===== src/hw/scr_pkg.sv =====
// Constants, field positions and state encodings of the serial configuration port.
package scr_pkg;

    // Clock rate and the quiet time after a chip soft reset.
    localparam int CLK_PERIOD_NS = 10;
    localparam int SOFT_RESET_TIME_NS = 750;
    localparam int SOFT_RESET_CYCLES = (SOFT_RESET_TIME_NS + CLK_PERIOD_NS - 1) / CLK_PERIOD_NS;
    localparam int HOLD_W = 7;

    // Frame layout: one direction bit, a 15-bit address, then data bytes.
    localparam int ADDR_W = 15;
    localparam int DATA_W = 8;
    localparam int CMD_BITS = 16;
    localparam logic [3:0] CMD_LAST_BIT = 4'hf;
    localparam logic [3:0] BYTE_LAST_BIT = 4'h7;

    // Interface configuration register.
    localparam logic [ADDR_W-1:0] INTERFACE_CONFIG_ADDR = 15'h0000;
    localparam logic [DATA_W-1:0] INTERFACE_CONFIG_RESET = 8'h30;
    localparam int SOFT_RESET_BIT = 7;
    localparam int ASCEND_BIT = 5;
    localparam int OUTPUT_INDICATOR_BIT = 4;
    localparam logic [DATA_W-1:0] CONFIG_WRITABLE_MASK = 8'h6f;
    localparam logic [DATA_W-1:0] CONFIG_FIXED_ONES = 8'h10;

    typedef enum logic [1:0] {
        SCR_IDLE = 2'b00,
        SCR_CMD = 2'b01,
        SCR_DATA = 2'b10,
        SCR_DRAIN = 2'b11
    } scr_state_type;

endpackage : scr_pkg


===== src/hw/scr_addr_step.sv =====
// Next register address for a streaming transfer.
`timescale 1ns/1ps
module scr_addr_step #(
    parameter int ADDR_W = 15
) (
    // Current address and stepping controls
    input wire logic [ADDR_W-1:0] addr,
    input wire logic ascend,
    input wire logic freeze,
    // Address of the next streamed byte
    output logic [ADDR_W-1:0] addr_next
);

    always_comb begin
        if (freeze) begin
            addr_next = addr;
        end else if (ascend) begin
            addr_next = addr + 1'b1;
        end else begin
            addr_next = addr - 1'b1;
        end
    end

endmodule : scr_addr_step


===== src/hw/scr_config_port.sv =====
// Serial control port with the interface configuration register and chip soft reset.
`timescale 1ns/1ps
module scr_config_port (
    // Clock and reset
    input wire logic clk,
    input wire logic rst_n,
    // Serial port pins
    input wire logic spi_csb_n,
    input wire logic spi_sclk,
    input wire logic spi_sdi,
    output logic serial_output_pin,
    output logic serial_output_oe,
    // Access to the rest of the register map
    output logic [scr_pkg::ADDR_W-1:0] reg_addr,
    output logic [scr_pkg::DATA_W-1:0] reg_wdata,
    output logic reg_wr,
    input wire logic [scr_pkg::DATA_W-1:0] reg_rdata,
    input wire logic addr_freeze,
    // Chip control
    output logic chip_soft_reset,
    output logic addr_ascend
);
    import scr_pkg::*;

    scr_state_type state_r;
    logic sclk_q_r;
    logic [3:0] bit_cnt_r;
    logic [CMD_BITS-1:0] rx_r;
    logic is_read_r;
    logic [ADDR_W-1:0] addr_r;
    logic [ADDR_W-1:0] addr_nxt;
    logic load_r;
    logic [DATA_W-1:0] tx_r;
    logic [DATA_W-1:0] cfg_r;
    logic [HOLD_W-1:0] hold_cnt_r;
    logic hold_r;
    logic sdo_r;
    logic oe_r;
    logic wr_r;
    logic [DATA_W-1:0] wdata_r;

    logic sclk_rise;
    logic sclk_fall;
    logic cmd_done;
    logic byte_done;
    logic [DATA_W-1:0] byte_in;
    logic write_byte;
    logic cfg_write;
    logic soft_req;

    // The serial clock is sampled by clk, so it must stay below a quarter of clk.
    assign sclk_rise = !spi_csb_n && !sclk_q_r && spi_sclk;
    assign sclk_fall = !spi_csb_n && sclk_q_r && !spi_sclk;
    assign cmd_done = sclk_rise && (state_r == SCR_CMD) && (bit_cnt_r == CMD_LAST_BIT);
    assign byte_done = sclk_rise && (state_r == SCR_DATA) && (bit_cnt_r == BYTE_LAST_BIT);
    assign byte_in = {rx_r[DATA_W-2:0], spi_sdi};
    assign write_byte = byte_done && !is_read_r;
    assign cfg_write = write_byte && (addr_r == INTERFACE_CONFIG_ADDR);
    assign soft_req = cfg_write && byte_in[SOFT_RESET_BIT];

    scr_addr_step #(
        .ADDR_W(ADDR_W)
    ) u_addr_step (
        .addr(addr_r),
        .ascend(cfg_r[ASCEND_BIT]),
        .freeze(addr_freeze),
        .addr_next(addr_nxt)
    );

    always_ff @(posedge clk or negedge rst_n) begin
        if (!rst_n) begin
            sclk_q_r <= 1'b0;
        end else begin
            sclk_q_r <= spi_sclk;
        end
    end

    // Transaction sequencing: command word, then data bytes until chip select rises.
    // A partial command or byte at chip select high is dropped, never applied.
    always_ff @(posedge clk or negedge rst_n) begin
        if (!rst_n) begin
            state_r <= SCR_IDLE;
            bit_cnt_r <= 4'h0;
            rx_r <= 16'h0000;
            is_read_r <= 1'b0;
            addr_r <= 15'h0000;
            load_r <= 1'b0;
        end else begin
            load_r <= 1'b0;
            if (soft_req || hold_r) begin
                // Frames during the quiet time are dropped whole, not half-decoded.
                state_r <= SCR_DRAIN;
                bit_cnt_r <= 4'h0;
                addr_r <= INTERFACE_CONFIG_ADDR;
                is_read_r <= 1'b0;
            end else if (spi_csb_n) begin
                state_r <= SCR_IDLE;
                bit_cnt_r <= 4'h0;
            end else begin
                case (state_r)
                    SCR_IDLE: begin
                        state_r <= SCR_CMD;
                        bit_cnt_r <= 4'h0;
                        if (sclk_rise) begin
                            rx_r <= {rx_r[CMD_BITS-2:0], spi_sdi};
                            bit_cnt_r <= 4'h1;
                        end
                    end
                    SCR_CMD: begin
                        if (sclk_rise) begin
                            rx_r <= {rx_r[CMD_BITS-2:0], spi_sdi};
                            bit_cnt_r <= bit_cnt_r + 4'h1;
                            if (cmd_done) begin
                                is_read_r <= rx_r[CMD_BITS-2];
                                addr_r <= {rx_r[ADDR_W-2:0], spi_sdi};
                                state_r <= SCR_DATA;
                                bit_cnt_r <= 4'h0;
                                load_r <= 1'b1;
                            end
                        end
                    end
                    SCR_DATA: begin
                        if (sclk_rise) begin
                            rx_r <= {rx_r[CMD_BITS-2:0], spi_sdi};
                            bit_cnt_r <= bit_cnt_r + 4'h1;
                            if (byte_done) begin
                                bit_cnt_r <= 4'h0;
                                addr_r <= addr_nxt;
                                load_r <= 1'b1;
                            end
                        end
                    end
                    SCR_DRAIN: begin
                        state_r <= SCR_DRAIN;
                    end
                    default: begin
                        state_r <= SCR_IDLE;
                    end
                endcase
            end
        end
    end

    // Configuration register; the request bit is never stored, so it reads as zero.
    always_ff @(posedge clk or negedge rst_n) begin
        if (!rst_n) begin
            cfg_r <= INTERFACE_CONFIG_RESET;
        end else if (soft_req) begin
            cfg_r <= INTERFACE_CONFIG_RESET;
        end else if (cfg_write) begin
            // Reserved bits are stored as written; the host is expected to keep them zero.
            cfg_r <= (byte_in & CONFIG_WRITABLE_MASK) | CONFIG_FIXED_ONES;
        end
    end

    // Chip reset pulse, held for the whole quiet time.
    // The count is a package constant, so a faster clock needs a longer count there.
    always_ff @(posedge clk or negedge rst_n) begin
        if (!rst_n) begin
            hold_cnt_r <= 7'h00;
            hold_r <= 1'b0;
        end else if (soft_req) begin
            hold_cnt_r <= HOLD_W'(SOFT_RESET_CYCLES - 1);
            hold_r <= 1'b1;
        end else if (hold_cnt_r != 7'h00) begin
            hold_cnt_r <= hold_cnt_r - 7'h01;
        end else begin
            hold_r <= 1'b0;
        end
    end

    // Writes to the rest of the map leave as a one-cycle strobe.
    // Receivers must take the data on the strobe, since the data word may change later.
    always_ff @(posedge clk or negedge rst_n) begin
        if (!rst_n) begin
            wr_r <= 1'b0;
            wdata_r <= 8'h00;
        end else begin
            wr_r <= write_byte && (addr_r != INTERFACE_CONFIG_ADDR) && !hold_r;
            if (write_byte) begin
                wdata_r <= byte_in;
            end
        end
    end

    // Read data shift out on falling edges, on the dedicated output pin only.
    always_ff @(posedge clk or negedge rst_n) begin
        if (!rst_n) begin
            tx_r <= 8'h00;
            sdo_r <= 1'b0;
            oe_r <= 1'b0;
        end else if (spi_csb_n || hold_r || soft_req) begin
            sdo_r <= 1'b0;
            oe_r <= 1'b0;
        end else if (load_r) begin
            // One cycle after the address moves, so outside read data has settled.
            tx_r <= (addr_r == INTERFACE_CONFIG_ADDR) ? cfg_r : reg_rdata;
            oe_r <= is_read_r;
        end else if (sclk_fall && is_read_r && (state_r == SCR_DATA)) begin
            sdo_r <= tx_r[DATA_W-1];
            tx_r <= {tx_r[DATA_W-2:0], 1'b0};
        end
    end

    assign serial_output_pin = sdo_r;
    assign serial_output_oe = oe_r;
    assign reg_addr = addr_r;
    assign reg_wdata = wdata_r;
    assign reg_wr = wr_r;
    assign chip_soft_reset = hold_r;
    assign addr_ascend = cfg_r[ASCEND_BIT];

endmodule : scr_config_port


===== config.mk =====
export PLATFORM = sky130hd
export DESIGN_NAME = scr_config_port
export DESIGN_NICKNAME = d
export VERILOG_FILES = /design/src/hw/scr_pkg.sv /design/src/hw/scr_addr_step.sv /design/src/hw/scr_config_port.sv
export SDC_FILE = /design/constraint.sdc
export NUM_CORES = 1
export LEC_CHECK = 0
export BUFFER_PORTS_ARGS = -buffer_cell sky130_fd_sc_hd__buf_2
export CORE_AREA = 4 4 86 88
export CTS_CLUSTER_SIZE = 24
export DETAILED_ROUTE_END_ITERATION = 10
export DIE_AREA = 0 0 90 92
export PLACE_DENSITY_LB_ADDON = 0.08
export SLEW_MARGIN = 20
export SYNTH_ARGS = -nofsm -noshare
export SYNTH_HDL_FRONTEND = slang
export SYNTH_SLANG_ARGS = --single-unit

===== constraint.sdc =====
create_clock -name clk -period 5.4 [get_ports clk]
set_input_delay 0.27 -clock clk [delete_from_list [all_inputs] [get_ports clk]]
set_output_delay 0.27 -clock clk [all_outputs]
set_load 0.005 [all_outputs]

After elaboration in Yosys (flattened, before gate mapping):

Cells that the tools add are included.

* word-level logic and storage cells: 132
* bits of input ports: 14
* bits in registers: 74

* $add $sub $neg: 4
* reduce and logical (&&, ||, !) cells: 46
* bitwise gates (word level): 3
* mux-type cells: 48
* equality and inequality tests: 16

Operator list (count)
* $mux W15: 8
* $mux W8: 5
* $pmux W15 S2: 1
* $mux W4: 6
* $mux W1: 19
* $reduce_bool A2 Y1: 8
* $add A15 B1 Y15 const B: 1
* $logic_and A1 B1 Y1: 15
* $logic_not A15 Y1: 1
* $reduce_bool A15 Y1: 1
* $sub A15 B1 Y15 const B: 1
* $mux W7: 2
* $pmux W4 S3: 1
* $reduce_bool A5 Y1: 2
* $ne A3 B3 Y1 const B: 3
* $mux W2: 4
* $ne A4 B3 Y1 const B: 2
* $reduce_and A4 Y1: 2
* $reduce_and A7 Y1: 1
* $reduce_bool A7 Y1: 1
* $sub A7 B1 Y7 const B: 1
* $ne A3 B2 Y1 const B: 2
* $pmux W2 S3: 1
* $reduce_and A3 Y1: 2
* 16 further kinds: 27

Depth between registers and ports, before layout:

Gate-level depths: netlist of run 1.

* depth in word-level cells: 11
* depth in mapped cells: 11
* depth with buffers taken out: 9

Modules after synthesis:

From an unflattened synthesis of run 1, not the netlist that was laid out.

* cells, all modules: 457
* area, all modules: 4729.5 um2

Modules (own cells, without submodules)
* scr_config_port: seq. area each 1803.0 um2, cells each 338, instances 1, area an instance 3910.0 um2
* scr_addr_step: seq. area each 0.0 um2, cells each 119, instances 1, area an instance 819.5 um2

Least setup slack after synthesis of run 1:

No wires, ideal clock.

* kind: reg-to-reg
* from: reg cfg_r[5]
* to: reg addr_r[14], in the netlist reg_addr[14]
* path buffers: 0
* library setup time: 0.125 ns
* clock period less this slack: 2.568 ns
* data required time: 5.275 ns
* setup slack: 2.832 ns
* stages on the path, launching flop included: 10
* arrival time: 2.443 ns
* cell sequence: dfstp_2 inv_1 ha_1 nand2_1 or3_1 a21oi_1 nor3_1 nor4bb_1 nand4_1 nor3b_1

* longest elaborated chain between the ends: 7

RTL lines
* start, declared: line scr_config_port.sv:34 `logic [DATA_W-1:0] cfg_r;`
* start signal, assigned: line scr_config_port.sv:152 `cfg_r <= (byte_in & CONFIG_WRITABLE_MASK) | CONFIG_FIXED_ONES;`
* $mux W15: line scr_addr_step.sv:17 `end else if (ascend) begin`
* $mux W15: line scr_addr_step.sv:15 `if (freeze) begin`
* $mux W15: line scr_config_port.sv:126 `if (byte_done) begin`
* $mux W15: line scr_config_port.sv:123 `if (sclk_rise) begin`
* $pmux W15 S2: line scr_config_port.sv:100 `case (state_r)`
* $mux W15: line scr_config_port.sv:96 `end else if (spi_csb_n) begin`
* $mux W15: line scr_config_port.sv:90 `if (soft_req || hold_r) begin`
* end signal, assigned: line scr_config_port.sv:115 `addr_r <= {rx_r[ADDR_W-2:0], spi_sdi};`
* end signal, assigned: line scr_config_port.sv:128 `addr_r <= addr_nxt;`
* end, declared: line scr_config_port.sv:30 `logic [ADDR_W-1:0] addr_r;`

Every way passes these cells. The select of a mux whose other input is x is not followed.
A chain may end at the register's enable or synchronous reset.

Worst setup path in the final report of run 1:

* from: reg cfg_r[5]
* to: reg addr_r[12], in the netlist reg_addr[12]

The elaborated chain is that of the path after synthesis.

==> results of run 1 <==
## through the flow
stage / util (%) / total power (uW)
floorplan: - / 724.1
global placement: 66.33 / 765.6
detailed placement: 66.33 / 769.0
CTS: 70.15 / 1295
global route: 70.15 / 1357
finish: 70.15 / 1285
## sequential cells by signal (all words and copies together), names as in the netlist, 2 cells and up
register,count
hold_cnt_r,7
rx_r,15
bit_cnt_r,4
reg_addr,15
cfg_r,6
reg_wdata,8
state_r,2
tx_r,8
## per-layer routing
layer	global-route usage (%)	vias to the layer above	wire length (um)
met5	0	-	0
met1	35.31	1585	4354
met3	3.363	18	472
met4	6.505	0	145
met2	38.15	103	4358
li1	-	1589	-
## cell families (layout without fill, tap and decap cells)
group,Yosys count,after routing
muxes,47,47
xor gates and xnor gates,16,16
AOI/OAI and AO/OA,90,90
and+or+nand+nor,145,145
adders and majority gates,21,21
buffers and inverters,31,77
DFF,72,72
## critical path: stages, from the launching register on
cell and delay, ps:
dfstp_2 600, inv_1 280, ha_1 490, nand2_1 100, or3_1 370, a21oi_1 240, nor2_1 120, o21bai_1 180
xnor2_1 80, a2111oi_0 410
## power by group
group / switching [uW] / total (uW) / internal (uW)
logic: 83.5 / 151 / 67.6
registers: 32.2 / 607 / 575
clock network: 196 / 527 / 331
## worst paths after layout
path                                            from                       end  slack (ps)  cells after the start
worst max register to register  cfg_r[5]$_DFFE_PN1P_  reg_addr[12]$_DFFE_PN0P_        2390                      9
max in group asynchronous                      rst_n  reg_wdata[5]$_DFFE_PN0P_        4680                      2
worst min register to register  cfg_r[1]$_DFFE_PN0P_      cfg_r[1]$_DFFE_PN0P_         480                      2
worst max-delay path            cfg_r[5]$_DFFE_PN1P_  reg_addr[12]$_DFFE_PN0P_        2390                      9
worst min-delay path                        spi_sclk        sclk_q_r$_DFF_PN0_          90                      1
min in group asynchronous                      rst_n  bit_cnt_r[1]$_DFFE_PN0P_         120                      2
## layout make-up
type,instances,area share [%]
Tap cell,80,2.148
Timing Repair Buffer,46,5.208
Clock buffer,11,3.248
Clock inverter,5,2.201
Sequential cell,72,38.68
Multi-Input combinational cell,319,47.30
Inverter,15,1.208
## layout by cell type (no fill, tap or decap), types with 2 or more instances in the layout
master,Yosys,final
nor3_1,14,14
bufinv_16,0,3
nor2b_1,2,2
mux2_4,6,6
ha_1,20,20
nand3b_1,4,4
nand4_1,2,2
o211ai_1,4,4
o21ai_0,29,29
o21bai_1,2,2
a22o_1,2,2
dfrtp_1,71,71
clkbuf_8,0,11
a21o_1,8,8
nor4bb_1,2,2
nand3_1,8,8
a2111oi_0,2,2
buf_2,0,41
nand2b_1,3,3
nor4_1,5,5
inv_1,14,14
and3_1,2,2
nor3b_1,4,4
a211oi_1,7,7
xor2_1,2,2
o31ai_1,2,2
nand2_1,45,45
xnor2_1,14,14
or3_1,4,4
nor2_1,41,41
a21oi_1,27,27
mux2_2,23,23
mux2i_1,18,18
buf_4,3,5
==> impl_metrics.tcl, run 1 <==
set metrics [dict create \
    worstPathArrival_ps 3210 \
    fin_nets 498 \
    core_area_um2 6644 \
    wl_mm 9.330 \
    synth_area_leaders "dfrtp_1 43%, mux2_2 6.3%, ha_1 6.1%" \
    synth_seq_cells 72 \
    worst_slew_pin_slew_ps 1065 \
    antenna_left 0 \
    post-route-period-util_pct 55.67 \
    cts_tree "yes" \
    cts_max_path_buffers 2 \
    cts_resized 0 \
    via_count 3295 \
    drt_iter0_markers 219 \
    postCtsSetupBuffers 0 \
    clock.fmax_mhz 332.6 \
    clk_latency_ps 330 \
    worst_hold_path_type "in -> reg" \
    numCtsBuffers 9 \
    dp_hpwl_mm 6.738 \
    critPathCaptureType "register" \
    synth_top_area_share_pct 42.97 \
    rsz0062_at_grt "no" \
    dp_slack_ps 2390 \
    synth_flop_cell "dfrtp_1" \
    cts_sinks 72 \
    final_max_slew_viol_count 0 \
    max_slew_margin_pct 28.72 \
    startpoint_type "register" \
    io_pins 42 \
    layout_min_cycle_time_ps 3006 \
    grt_max_degree 73 \
    setup_viol 0 \
    fin_skew_ps 9.808 \
    post-synth-top-area-cell "dfrtp_1" \
    firstDrtPassIters 4 \
    synth_nets 457 \
    viasPerCell 6.013 \
    finalInstanceArea_um2 4661 \
    yosysSeqAreaShare_pct 43.60 \
    synth_mux_area_share_pct 12.80 \
    htree_levels 3 \
    placed_area_um2 4407 \
    layout-drive-gt1-share_pct 20.51 \
    synth_cell_types 52 \
    final_cells 548 \
    p_leak_uw 0.002212 \
    whs_ps 89.31 \
    num_antenna_cells 0 \
    ys_async_sr_fraction_pct 100.0 \
    io_buffer_count 41 \
    wl_per_cell_um 17.03 \
    die_h_um 92 \
    die_width_um 90 \
    fin_setup_tns_ps 0 \
    syn_area_um2 4135 \
    power_density_nw_per_um2 275.8 \
    yosys_warnings 0 \
    ir_worst_vdd_uv 210.9 \
    grt_pass1_wl_mm 16.25 \
    crit_path_max_fanout 17 \
    layout_setup_ws_ps 2394 \
    place_inst 532 \
    finalHoldViolCount 0 \
    gp_congestion 0.9542 \
    synth_xor_area_share_pct 3.389 \
    synthSimpleGateAreaFrac_pct 17.22 \
    rows 30 \
    synth_common_cells "71 x dfrtp_1, 45 x nand2_1, 41 x nor2_1, 29 x o21ai_0, 27 x a21oi_1" \
    clk_pin_slew_worst_paths_ps 80 \
    synth_compound_area_share_pct 13.37 \
    synth-adder-area-share_pct 6.536 \
    grt_overflow 0 \
    grt_usage_pct 24.23 \
    maxCapViolCount 0 \
    floorplan.initialDensity_pct 62.24 \
    synth_edf_count 0 \
    drc 0 \
    antenna_found_initial 0 \
    fillers 532 \
    yosysMostFrequentCell "dfrtp_1" \
    syn_avg_cell_area_um2 9.799 \
    required_ps 5600 \
    cts-root-buf "clkbuf_8" \
    grt_pass1_vias 3263 \
    area_growth_pct 12.71 \
    synth_top_family_by_area "simple AND/OR/NAND/NOR gates" \
    holdBufCountCts 0 \
    run_status "finished, final reports clean" \
    regArea_um2 1803 \
    crit_type "reg -> reg" \
    multi_input_area_um2 2205 \
    die_area_um2 8280 \
    syn_inst 422 \
]
Note: power is estimated with default switching activity, not from simulation.
==> run 2: changes to the inputs <==
Settings changed: CORE_AREA 4 4 86 88 to 4 4 89 91, DIE_AREA 0 0 90 92 to 0 0 93 95.
Clock period 5.4 ns to 3.2 ns, I/O delays scaled along.
==> impl_metrics.tcl, run 2 (synthesis results as in run 1) <==
set metrics [dict create \
    run_status "finished, final reports clean" \
    fin_skew_ps 12.84 \
    grt_max_degree 29 \
    floorplan.initialDensity_pct 57.94 \
    wl_mm 9.851 \
    fin_nets 508 \
    critPathCaptureType "register" \
    numCtsBuffers 9 \
    crit_slowest_cell "dfstp_2" \
    setup_viol 0 \
    max_slew_margin_pct 45.46 \
    layout_min_cycle_time_ps 2897 \
    startpoint_type "register" \
    core_area_um2 7137 \
    final_max_slew_viol_count 0 \
    fin_setup_tns_ps 0 \
    required_ps 3440 \
    final_cells 577 \
    clock.fmax_mhz 345.2 \
    die_width_um 93 \
    num_antenna_cells 0 \
    multi_input_area_um2 2212 \
    cts_tree "yes" \
    crit_path_max_fanout 12 \
    dp_hpwl_mm 7.123 \
    layout-drive-gt1-share_pct 21.97 \
    cts-root-buf "clkbuf_8" \
    firstDrtPassIters 5 \
    wl_per_cell_um 17.07 \
    io_pins 42 \
    rows 31 \
    layout_setup_ws_ps 303.1 \
    via_count 3341 \
    viasPerCell 5.790 \
    clk_pin_slew_worst_paths_ps 80 \
    p_leak_uw 0.002247 \
    finalHoldViolCount 0 \
    fillers 622 \
    grt_usage_pct 23.89 \
    drc 0 \
    clk_latency_ps 360 \
    area_growth_pct 14.95 \
    antenna_left 0 \
    final_common_cell "dfrtp_1" \
    worstPathArrival_ps 3140 \
    ir_worst_vdd_uv 309.5 \
    cts_sinks 72 \
    die_area_um2 8835 \
    layout_common_cells "71 x dfrtp_1, 45 x nand2_1, 41 x nor2_1, 41 x buf_2, 29 x o21ai_0" \
    io_buffer_count 41 \
    regArea_um2 1803 \
    worst_slew_pin_slew_ps 815.1 \
    grt_pass1_wl_mm 16.19 \
    post-route-period-util_pct 90.53 \
    power_density_nw_per_um2 446.4 \
    cp_cell_sequence "clkinvlp_4, ha_1, nand2_1, or3_1, a21oi_1, nor3_1, nor4bb_1, nand4_1, nor3b_1" \
    die_h_um 95 \
    place_inst 555 \
    rsz0062_at_grt "no" \
    gp_congestion 0.9038 \
    crit_type "reg -> reg" \
    worst_hold_path_type "in -> reg" \
    maxCapViolCount 0 \
    cts_max_path_buffers 2 \
    grt_pass1_vias 3279 \
    max_stage_delay_ps 620 \
    htree_levels 3 \
    dp_slack_ps 248.1 \
    grt_overflow 0 \
    antenna_found_initial 0 \
    drt_iter0_markers 177 \
]
## run 2: power by group
part | total, uW | internal (uW) | switching (uW)
clock network | 835 | 483 | 352
logic | 263 | 117 | 146
registers | 1020 | 969 | 54.5
## run 2: routing by layer
metal | wire [um] | GRT usage [%] | vias to the layer above
li1 | - | - | 1596
met1 | 4504 | 31.92 | 1628
met2 | 4598 | 38.69 | 100
met3 | 585 | 5.578 | 17
met4 | 161 | 7.570 | 0
met5 | 0 | 0 | -
## run 2: final timing paths
path	end	startpoint	slack (ps)	cells past startpoint
worst max-delay path	reg_addr[14]$_DFFE_PN0P_	cfg_r[5]$_DFFE_PN1P_	300	9
worst min-delay path	cfg_r[0]$_DFFE_PN0P_	spi_sdi	90	3
worst max register to register	reg_addr[14]$_DFFE_PN0P_	cfg_r[5]$_DFFE_PN1P_	300	9
worst min register to register	cfg_r[1]$_DFFE_PN0P_	cfg_r[1]$_DFFE_PN0P_	510	2
max in group asynchronous	reg_wdata[5]$_DFFE_PN0P_	rst_n	2120	3
min in group asynchronous	serial_output_pin$_DFFE_PN0P_	rst_n	310	2
## run 2: through the flow
step	area, um2	utilization (%)	total power [uW]	hold slack [ps]
final	4753	66.60	2122	89.49
after detailed placement	4461	62.50	1304	169.0
after global routing	4753	66.60	2238	84.00
after CTS	4712	66.02	2143	78.63
after floorplan	4135	-	1222	-135.6
after global placement	4461	62.50	1290	161.9
## run 2: worst max-delay path, delay by kind of cell (launching register included)
family	cells	cell delay, ps
AO/OA/AOI/OAI	1	250
adder cells (fa/ha/maj)	1	440
buffers and inverters	1	260
flip-flops	1	620
AND/OR/NAND/NOR	6	1230
## run 2: cell type report
cell class	instances	share of cell area (%)
Multi-Input combinational cell	319	46.54
Sequential cell	72	37.93
Clock buffer	12	3.264
Clock inverter	4	1.606
Timing Repair Buffer	56	6.791
Tap cell	99	2.606
Inverter	15	1.263
## run 2: timing repair
action	4_1_cts	5_1_grt
hold endpoints to repair	22	0
setup buffers	0	4
setup endpoints to repair	0	2
hold buffers	2	0
resized for setup	0	2
